## src/hw/sdf_pkg.sv

```systemverilog
// Package for the stairway dual-function lamp switch.
// Assumes a 50 MHz pclk; the tick divider count derives from it, the other timing counts from the tick.
package sdf_pkg;

  localparam int unsigned CLK_HZ = 50000000;
  localparam int unsigned TICK_MS = 10;
  localparam int unsigned TICK_CYCLES = CLK_HZ / 1000 * TICK_MS;
  localparam int unsigned HOLD_MIN = 6;
  localparam int unsigned HOLD_TICKS = HOLD_MIN * 60 * 1000 / TICK_MS;
  localparam int unsigned LONG_MS = 1000;
  localparam int unsigned LONG_TICKS = LONG_MS / TICK_MS;
  localparam int unsigned WARN_MS = 3000;
  localparam int unsigned WARN_TICKS = WARN_MS / TICK_MS;
  localparam int unsigned FLICK_MS = 200;
  localparam int unsigned FLICK_TICKS = FLICK_MS / TICK_MS;
  localparam int unsigned TW = 24;

  // APB register byte addresses
  localparam logic [7:0] ADDR_CTRL = 8'h00;
  localparam logic [7:0] ADDR_HOLD = 8'h04;
  localparam logic [7:0] ADDR_LONG = 8'h08;
  localparam logic [7:0] ADDR_STAT = 8'h0c;

  // Control field positions
  localparam int unsigned CTRL_MODE_LSB = 0;
  localparam int unsigned CTRL_WARN_BIT = 2;
  localparam int unsigned CTRL_COFF_EN_BIT = 3;
  localparam int unsigned CTRL_CON_EN_BIT = 4;

  typedef enum logic [1:0] {
    SDF_MODE_PULSE = 2'h0,
    SDF_MODE_STAIR = 2'h1,
    SDF_MODE_DUAL = 2'h2
  } sdf_mode_t;

  typedef enum logic [3:0] {
    SDF_OFF = 4'h1,
    SDF_TIMED = 4'h2,
    SDF_WARN = 4'h4,
    SDF_LATCH = 4'h8
  } sdf_state_t;

  typedef struct packed {
    logic con_en;
    logic coff_en;
    logic warn_en;
    sdf_mode_t mode;
  } sdf_ctrl_t;

  localparam logic [4:0] CTRL_RESET = 5'h02;

endpackage

```

## src/hw/sdf_sync.sv

```systemverilog
// Three-flop input synchroniser with second/third agreement.
// Assumes the input is asynchronous to pclk.
module sdf_sync
  import sdf_pkg::*;
(
  // Clock and reset
  input wire logic pclk,
  input wire logic presetn,
  // Signal
  input wire logic din,
  output logic dout
);

  logic s1_ff;
  logic s2_ff;
  logic s3_ff;

  always_ff @(posedge pclk or negedge presetn) begin
    if (!presetn) begin
      s1_ff <= 1'b0;
      s2_ff <= 1'b0;
      s3_ff <= 1'b0;
    end else begin
      s1_ff <= din;
      s2_ff <= s1_ff;
      s3_ff <= s2_ff;
    end
  end

  // Change only accepted once both later stages agree
  always_ff @(posedge pclk or negedge presetn) begin
    if (!presetn) begin
      dout <= 1'b0;
    end else if (s2_ff == s3_ff) begin
      dout <= s3_ff;
    end
  end

endmodule

```

## src/hw/sdf_switch.sv

```systemverilog
// Stairway dual-function lamp switch with APB control registers.
// Assumes a momentary button and central inputs from pins; APB master on pclk.
// Hold and long-press registers count ticks of the divided time base, not clocks.
//////////////////////////////////////////////////////////////////////////////
module sdf_switch
  import sdf_pkg::*;
#(
  parameter int unsigned TICK_DIV = TICK_CYCLES,
  parameter logic [TW-1:0] HOLD_DEF = TW'(HOLD_TICKS),
  parameter logic [TW-1:0] LONG_DEF = TW'(LONG_TICKS)
) (
  // Clock and reset
  input wire logic pclk,
  input wire logic presetn,
  // APB slave
  input wire logic psel,
  input wire logic penable,
  input wire logic pwrite,
  input wire logic [7:0] paddr,
  input wire logic [31:0] pwdata,
  output logic [31:0] prdata,
  output logic pready,
  output logic pslverr,
  // Pins
  input wire logic light_button_input,
  input wire logic central_off_input,
  input wire logic central_on_input,
  output logic lamp_output
);

  //////////////////////////////////////////////////////////////////////////////
  sdf_ctrl_t ctrl_ff;
  logic [TW-1:0] hold_ff;
  logic [TW-1:0] long_ff;
  logic [31:0] prdata_ff;
  logic slverr_ff;
  logic btn;
  logic coff;
  logic con;
  logic btn_d_ff;
  logic press;
  logic tick;
  logic [31:0] div_ff;
  logic [TW-1:0] tmr_ff;
  logic [TW-1:0] hold_cnt_ff;
  logic long_done_ff;
  logic flick_ff;
  logic [TW-1:0] flick_cnt_ff;
  logic lamp_ff;
  sdf_state_t state_ff;
  sdf_state_t nxt_state;
  logic wr;
  logic rd;
  logic warn_start;
  logic addr_hit;
  logic pulse_mode;
  logic dual_mode;
  logic expire;
  logic long_hit;
  logic nxt_lamp;

  // Every pin input is asynchronous, so each passes its own synchroniser
  sdf_sync u_btn (
    .pclk(pclk),
    .presetn(presetn),
    .din(light_button_input),
    .dout(btn)
  );

  sdf_sync u_coff (
    .pclk(pclk),
    .presetn(presetn),
    .din(central_off_input),
    .dout(coff)
  );

  sdf_sync u_con (
    .pclk(pclk),
    .presetn(presetn),
    .din(central_on_input),
    .dout(con)
  );

  //////////////////////////////////////////////////////////////////////////////
  // APB: zero wait states; unmapped addresses answer with pslverr
  assign pready = 1'b1;
  assign pslverr = slverr_ff & psel & penable;
  assign prdata = prdata_ff;
  assign wr = psel & penable & pwrite;
  assign rd = psel & ~penable & ~pwrite;

  always_ff @(posedge pclk or negedge presetn) begin
    if (!presetn) begin
      ctrl_ff <= sdf_ctrl_t'(CTRL_RESET);
    end else if (wr && paddr == ADDR_CTRL) begin
      ctrl_ff <= sdf_ctrl_t'(pwdata[4:0]);
    end
  end

  always_ff @(posedge pclk or negedge presetn) begin
    if (!presetn) begin
      hold_ff <= HOLD_DEF;
    end else if (wr && paddr == ADDR_HOLD) begin
      hold_ff <= pwdata[TW-1:0];
    end
  end

  always_ff @(posedge pclk or negedge presetn) begin
    if (!presetn) begin
      long_ff <= LONG_DEF;
    end else if (wr && paddr == ADDR_LONG) begin
      long_ff <= pwdata[TW-1:0];
    end
  end

  // Full decode: any other offset, aligned or not, answers with an error
  always_comb begin
    addr_hit = 1'b0;
    unique case (paddr)
      ADDR_CTRL: addr_hit = 1'b1;
      ADDR_HOLD: addr_hit = 1'b1;
      ADDR_LONG: addr_hit = 1'b1;
      ADDR_STAT: addr_hit = 1'b1;
      default: addr_hit = 1'b0;
    endcase
  end

  // Read data captured in setup so it stands registered for the access phase
  always_ff @(posedge pclk or negedge presetn) begin
    if (!presetn) begin
      prdata_ff <= 32'h0;
    end else if (rd) begin
      unique case (paddr)
        ADDR_CTRL: prdata_ff <= {27'h0, ctrl_ff};
        ADDR_HOLD: prdata_ff <= {8'h0, hold_ff};
        ADDR_LONG: prdata_ff <= {8'h0, long_ff};
        ADDR_STAT: prdata_ff <= {24'h0, state_ff, 2'h0, btn, lamp_output};
        default: prdata_ff <= 32'h0;
      endcase
    end
  end

  always_ff @(posedge pclk or negedge presetn) begin
    if (!presetn) begin
      slverr_ff <= 1'b0;
    end else if (psel & ~penable) begin
      slverr_ff <= !addr_hit;
    end
  end

  //////////////////////////////////////////////////////////////////////////////
  // Time base
  // A coarse tick keeps the 24-bit hold counters good for many hours of light
  always_ff @(posedge pclk or negedge presetn) begin
    if (!presetn) begin
      div_ff <= 32'h0;
    end else if (div_ff >= 32'(TICK_DIV - 1)) begin
      div_ff <= 32'h0;
    end else begin
      div_ff <= div_ff + 32'h1;
    end
  end
  assign tick = (div_ff == 32'(TICK_DIV - 1));

  always_ff @(posedge pclk or negedge presetn) begin
    if (!presetn) begin
      btn_d_ff <= 1'b0;
    end else begin
      btn_d_ff <= btn;
    end
  end
  assign press = btn & ~btn_d_ff;

  // Long-press measurement; held across the whole press
  always_ff @(posedge pclk or negedge presetn) begin
    if (!presetn) begin
      hold_cnt_ff <= '0;
      long_done_ff <= 1'b0;
    end else if (!btn) begin
      hold_cnt_ff <= '0;
      long_done_ff <= 1'b0;
    end else if (tick && !long_done_ff) begin
      hold_cnt_ff <= hold_cnt_ff + TW'(1);
      long_done_ff <= (hold_cnt_ff + TW'(1) >= long_ff);
    end
  end

  //////////////////////////////////////////////////////////////////////////////
  // Lamp state machine
  assign warn_start = ctrl_ff.warn_en && tmr_ff <= TW'(WARN_TICKS);
  assign pulse_mode = (ctrl_ff.mode == SDF_MODE_PULSE);
  assign dual_mode = (ctrl_ff.mode == SDF_MODE_DUAL);
  // Expiry is taken on the tick that would bring the count to zero
  assign expire = tick && tmr_ff <= TW'(1);
  assign long_hit = dual_mode && btn && long_done_ff;

  // Pulse mode reuses the latched state as its plain on state

  always_comb begin
    nxt_state = state_ff;
    unique case (state_ff)
      SDF_OFF: begin
        if (press) begin
          nxt_state = pulse_mode ? SDF_LATCH : SDF_TIMED;
        end
      end
      SDF_TIMED: begin
        if (pulse_mode && press) begin
          nxt_state = SDF_OFF;
        end else if (long_hit) begin
          nxt_state = SDF_LATCH;
        end else if (warn_start) begin
          nxt_state = SDF_WARN;
        end else if (expire) begin
          nxt_state = SDF_OFF;
        end
      end
      SDF_WARN: begin
        if (press) begin
          nxt_state = SDF_TIMED; // Retrigger restarts hold
        end else if (expire) begin
          nxt_state = SDF_OFF;
        end
      end
      SDF_LATCH: begin
        if (press) begin
          nxt_state = SDF_OFF;
        end
      end
      default: nxt_state = SDF_OFF;
    endcase
  end

  always_ff @(posedge pclk or negedge presetn) begin
    if (!presetn) begin
      state_ff <= SDF_OFF;
    end else begin
      state_ff <= nxt_state;
    end
  end

  // Hold timer reloads on each press while timed, so people on the stairs extend it
  always_ff @(posedge pclk or negedge presetn) begin
    if (!presetn) begin
      tmr_ff <= '0;
    end else if (press && !pulse_mode && state_ff != SDF_LATCH) begin
      tmr_ff <= hold_ff;
    end else if (tick && tmr_ff != '0 && (state_ff == SDF_TIMED || state_ff == SDF_WARN)) begin
      tmr_ff <= tmr_ff - TW'(1);
    end
  end

  // Flicker toggles the lamp off briefly at a fixed rate during warning
  always_ff @(posedge pclk or negedge presetn) begin
    if (!presetn) begin
      flick_cnt_ff <= '0;
      flick_ff <= 1'b0;
    end else if (state_ff != SDF_WARN) begin
      flick_cnt_ff <= '0;
      flick_ff <= 1'b0;
    end else if (tick) begin
      if (flick_cnt_ff >= TW'(FLICK_TICKS - 1)) begin
        flick_cnt_ff <= '0;
        flick_ff <= ~flick_ff;
      end else begin
        flick_cnt_ff <= flick_cnt_ff + TW'(1);
      end
    end
  end

  // Overrides act on the lamp only; state machine and timer keep running underneath
  // Central-on wins over central-off: emergency light must not be blocked
  always_comb begin
    nxt_lamp = (nxt_state != SDF_OFF);
    if (nxt_state == SDF_WARN && flick_ff) begin
      nxt_lamp = 1'b0;
    end
    if (ctrl_ff.coff_en && coff) begin
      nxt_lamp = 1'b0;
    end
    if (ctrl_ff.con_en && con) begin
      nxt_lamp = 1'b1;
    end
  end

  always_ff @(posedge pclk or negedge presetn) begin
    if (!presetn) begin
      lamp_ff <= 1'b0;
    end else begin
      lamp_ff <= nxt_lamp;
    end
  end
  assign lamp_output = lamp_ff;

endmodule

```

## config.mk

```make
export PLATFORM = sky130hd
export DESIGN_NAME = sdf_switch
export DESIGN_NICKNAME = d
export VERILOG_FILES = /design/src/hw/sdf_pkg.sv /design/src/hw/sdf_sync.sv /design/src/hw/sdf_switch.sv
export SDC_FILE = /design/constraint.sdc
export NUM_CORES = 1
export LEC_CHECK = 0
export ABC_AREA = 1
export BUFFER_PORTS_ARGS = -buffer_cell sky130_fd_sc_hd__clkbuf_2
export CORE_MARGIN = 2
export CORE_UTILIZATION = 34
export CTS_CLUSTER_SIZE = 10
export DETAILED_ROUTE_END_ITERATION = 12
export PLACE_DENSITY = 0.6
export SYNTH_ARGS = -nofsm -noshare
export SYNTH_HDL_FRONTEND = slang
export SYNTH_SLANG_ARGS = --single-unit
```

## constraint.sdc

```tcl
create_clock -name pclk -period 2.75 [get_ports pclk]
set_input_delay 0.4125 -clock pclk [delete_from_list [all_inputs] [get_ports pclk]]
set_output_delay 0.4125 -clock pclk [all_outputs]
set_load 0.02 [all_outputs]
```

==> metrics.json <==
{
  "cts.path.max_buffers": {"value": 3},
  "setup_viol": {"value": 0},
  "sw_ratio": {"value": 30.4, "unit": "%"},
  "initial_utilization": {"value": 34.4, "unit": "%"},
  "clock_skew": {"value": 0.0152, "unit": "ns"},
  "cp_data_arrival_time": {"value": 2.94, "unit": "ns"},
  "p_seq_share": {"value": 41.4, "unit": "%"},
  "totalWireLength": {"value": 25500, "unit": "µm"},
  "area_growth": {"value": 15.5, "unit": "%"},
  "place_ws": {"value": 0.201, "unit": "ns"},
  "worst_path_most_repeated_cell": {"value": "sky130_fd_sc_hd__nand2_1"},
  "yosys.area.top_type_share": {"value": 45.9, "unit": "%"},
  "synth-xor-area-share": {"value": 3.76, "unit": "%"},
  "detailedPlacementHpwl": {"value": 18800, "unit": "µm"},
  "holdWs": {"value": 0.174, "unit": "ns"},
  "placed_area": {"value": 11300, "unit": "µm²"},
  "power-per-cell-area": {"value": 648, "unit": "nW/µm²"},
  "crit_path_end_kind": {"value": "flop"},
  "crit_fanout": {"value": 4},
  "yosys_register_bits": {"value": 202},
  "path_cells": {"value": "nand2_1, nor2_2, nand2_1, nor3b_1, xor2_1, inv_1, ha_1, nand2_1, nor2_1, nand4_1, inv_1, nand4_1, nand4_1, nand2_1, nand2_1"},
  "route.antenna.remaining_nets": {"value": 0},
  "synth_compound_area_share": {"value": 9.78, "unit": "%"},
  "total_power": {"value": 7.84, "unit": "mW"},
  "outcome": {"value": "finished clean"},
  "chipHeight": {"value": 180, "unit": "µm"},
  "tightestPinTransition": {"value": 0.602, "unit": "ns"},
  "critPathRequiredTime": {"value": 3.20, "unit": "ns"},
  "dieArea": {"value": 32200, "unit": "µm²"},
  "setup.worst_path.start_class": {"value": "flop"},
  "track_usage": {"value": 15.9, "unit": "%"},
  "synth_fa_ha_area_share": {"value": 3.87, "unit": "%"},
  "cts-buffers-inserted": {"value": 24},
  "antenna_cells_inserted": {"value": 0},
  "relSlewSlack": {"value": 59.8, "unit": "%"},
  "achievable-frequency": {"value": 401, "unit": "MHz"},
  "post_drt_wl_per_cell": {"value": 13.9, "unit": "µm"},
  "netlist_top_cells_area": {"value": "sky130_fd_sc_hd__dfrtp_1 (46%), sky130_fd_sc_hd__nand2_1 (14%), sky130_fd_sc_hd__inv_1 (6.5%)"},
  "post_synth_instance_area": {"value": 10500, "unit": "µm²"},
  "leakage": {"value": 5.90, "unit": "nW"},
  "comb_power_share": {"value": 21.5, "unit": "%"},
  "synth_top_family_by_area": {"value": "simple AND/OR/NAND/NOR gates"},
  "slowest_stage_cell_cp": {"value": "sky130_fd_sc_hd__dfrtp_1"},
  "internal_power": {"value": 5.46, "unit": "mW"},
  "via_per_inst": {"value": 4.64},
  "most_frequent_cell_after_synthesis": {"value": "sky130_fd_sc_hd__nand2_1"},
  "unrepaired_setup_endpoints_after_global_routing": {"value": "false"},
  "final_nets": {"value": 1500},
  "max_cap_viol_count": {"value": 0},
  "die_w": {"value": 180, "unit": "µm"},
  "clk_pin_slew_worst_paths": {"value": 0.06, "unit": "ns"},
  "num_io_pins": {"value": 83},
  "largest_stage_delay_on_the_critical_path": {"value": 0.41, "unit": "ns"},
  "min_period_over_period": {"value": 90.6, "unit": "%"},
  "synth.area.mux_share": {"value": 0, "unit": "%"},
  "post_route_cells_drive_above_1_share": {"value": 11.3, "unit": "%"},
  "synth_edf_count": {"value": 0},
  "clock_power_share": {"value": 37.1, "unit": "%"},
  "grt_remaining_overflow": {"value": 0},
  "yosysWarnings": {"value": 0},
  "worst_ir_drop_vdd": {"value": 0.368, "unit": "mV"},
  "finalSetupTns": {"value": 0, "unit": "ns"},
  "pin_count_of_the_biggest_net_entering_global_routing": {"value": 82},
  "port_buffers": {"value": 65},
  "timing_worst_setup_path_type": {"value": "flop to flop"},
  "synthCells": {"value": 1327},
  "sw_pwr": {"value": 2.38, "unit": "mW"},
  "clock_sink_count": {"value": 202},
  "first_global_vias": {"value": 8457},
  "wire_length_of_the_first_global_routing_pass": {"value": 42400, "unit": "µm"},
  "synth_sequential_area_ratio": {"value": 48.4, "unit": "%"},
  "slew_limit_fails": {"value": 0},
  "postLayoutSetupSlackWorst": {"value": 0.259, "unit": "ns"},
  "cts_tree": {"value": "done"},
  "cts-htree-levels": {"value": 1},
  "synth_ff_type": {"value": "sky130_fd_sc_hd__dfrtp_1"},
  "fin_area": {"value": 12100, "unit": "µm²"},
  "postSynthAreaPerCell": {"value": 7.90, "unit": "µm²"},
  "yosys.area_share.simple": {"value": 24.8, "unit": "%"},
  "design.core.area": {"value": 30400, "unit": "µm²"},
  "postSynth.asyncResetShare": {"value": 100, "unit": "%"},
  "firstDrtPassIters": {"value": 5},
  "final_period_minus_worst_setup_slack": {"value": 2.49, "unit": "ns"},
  "yosys.cell_types.count": {"value": 46},
  "rows": {"value": 64},
  "postCtsSetupBuffers": {"value": 0},
  "finalHoldViolations": {"value": 0},
  "drc": {"value": 0},
  "detail_route.iter0.violations": {"value": 425},
  "clock_latency": {"value": 0.51, "unit": "ns"},
  "initial_antenna_violation_count": {"value": 0},
  "via_count": {"value": 8526},
  "gp_congestion": {"value": 0.876},
  "clk_root_buffer_cell": {"value": "sky130_fd_sc_hd__clkbuf_16"},
  "synth_area_leader_cell": {"value": "sky130_fd_sc_hd__dfrtp_1"},
  "timing.hold.worst.class": {"value": "primary input to flop"},
  "synth_common_cells": {"value": "sky130_fd_sc_hd__nand2_1 (377), sky130_fd_sc_hd__dfrtp_1 (192), sky130_fd_sc_hd__inv_1 (181)"}
}
## kinds of logic (layout without fill, tap and decap cells)
| kind of cell | count (synthesis) | count (layout) |
|---|---|---|
| AOI/OAI and AO/OA | 192 | 192 |
| xor gates and xnor gates | 45 | 45 |
| adders and majority gates | 33 | 33 |
| buffers and inverters | 231 | 324 |
| DFF | 202 | 202 |
| other | 2 | 22 |
| and+or+nand+nor | 622 | 622 |
## layer usage
metal / vias to the layer above / track usage, % / part of all wire (%)
met5: - / 0 / 0
met4: 0 / 5.33 / 2.6
met3: 40 / 1.88 / 3.4
met2: 139 / 26.9 / 47
met1: 4007 / 21.2 / 47
li1: 4340 / - / -
## path summary, 6_finish.rpt
path / start / cells after the start / to / slack [ns]
max: hold_cnt_ff[5] / 15 / long_done_ff / 0.26
min: pwdata[7] / 3 / hold_ff[7] / 0.17
max reg2reg: hold_cnt_ff[5] / 15 / long_done_ff / 0.26
min reg2reg: u_btn.s1_ff / 0 / u_btn.s2_ff / 0.35
max in group asynchronous: presetn / 3 / hold_ff[15] / 1.62
min in group asynchronous: presetn / 2 / div_ff[12] / 0.34
## critical path, delay by kind of cell (launching register included)
| kind | cells | cell delay (ns) |
|---|---|---|
| simple gates | 11 | 1.33 |
| xor+xnor | 1 | 0.25 |
| flops | 1 | 0.41 |
| fa+ha+maj | 1 | 0.29 |
| buf+inv | 2 | 0.16 |
## power by group through the flow
stage | combinational, mW | sequential (mW) | clock, mW
detailed placement | 1.69 | 3.29 | 0
global placement | 1.67 | 3.29 | 0
CTS | 1.70 | 3.24 | 3.00
floorplan | 1.29 | 3.26 | 0
finish | 1.69 | 3.24 | 2.91
global route | 1.97 | 3.26 | 3.13
## what timing repair did
| action | CTS | global route |
|---|---|---|
| hold buffers | 4 | 0 |
| resized for setup | 0 | 6 |
| hold endpoints to repair | 22 | 0 |
| endpoints found under the setup margin | 0 | 1 |
## area by class of cell
cell class                 instances  area [µm²]
clock buffer                      44         717
timing repair buffer              88         567
inverter                         192         723
fill                            3145       18300
tap                              396         495
multi-input combinational        914        4530
sequential                       202        5070
## registers in the layout, indices dropped and copies added, names as in the netlist, 4 cells and up
signal        count
flick_cnt_ff     24
hold_cnt_ff      24
prdata           24
hold_ff          24
div_ff           32
long_ff          24
tmr_ff           24
ctrl_ff           5
state_ff          4
## metrics by stage
| step | std cells | utilization [%] |
|---|---|---|
| after floorplan | 1347 | - |
| after global placement | 1788 | 37.2 |
| after detailed placement | 1788 | 37.2 |
| after CTS | 1836 | 39.7 |
| after global routing | 1836 | 39.8 |
| final | 1836 | 39.8 |
## cell usage in the layout, fill, tap and decap left out, drive strengths merged
master         n
nand3         41
maj3           3
xnor2          3
o21ai        134
nor3          20
or2            2
a22o           2
ha            30
xor2          42
clkbuf       109
buf           19
o211ai         2
o221ai         1
nor2         149
nor3b          6
dfrtp        192
nand4         21
a2bb2oi        1
o31ai          1
clkinv         4
dfstp         10
nand2        381
a31oi          2
nor4           2
conb          22
dlygate4sd3    4
inv          188
o22ai         20
o21a           1
a21oi         28
No activity file was read; power rests on OpenSTA's default activity.
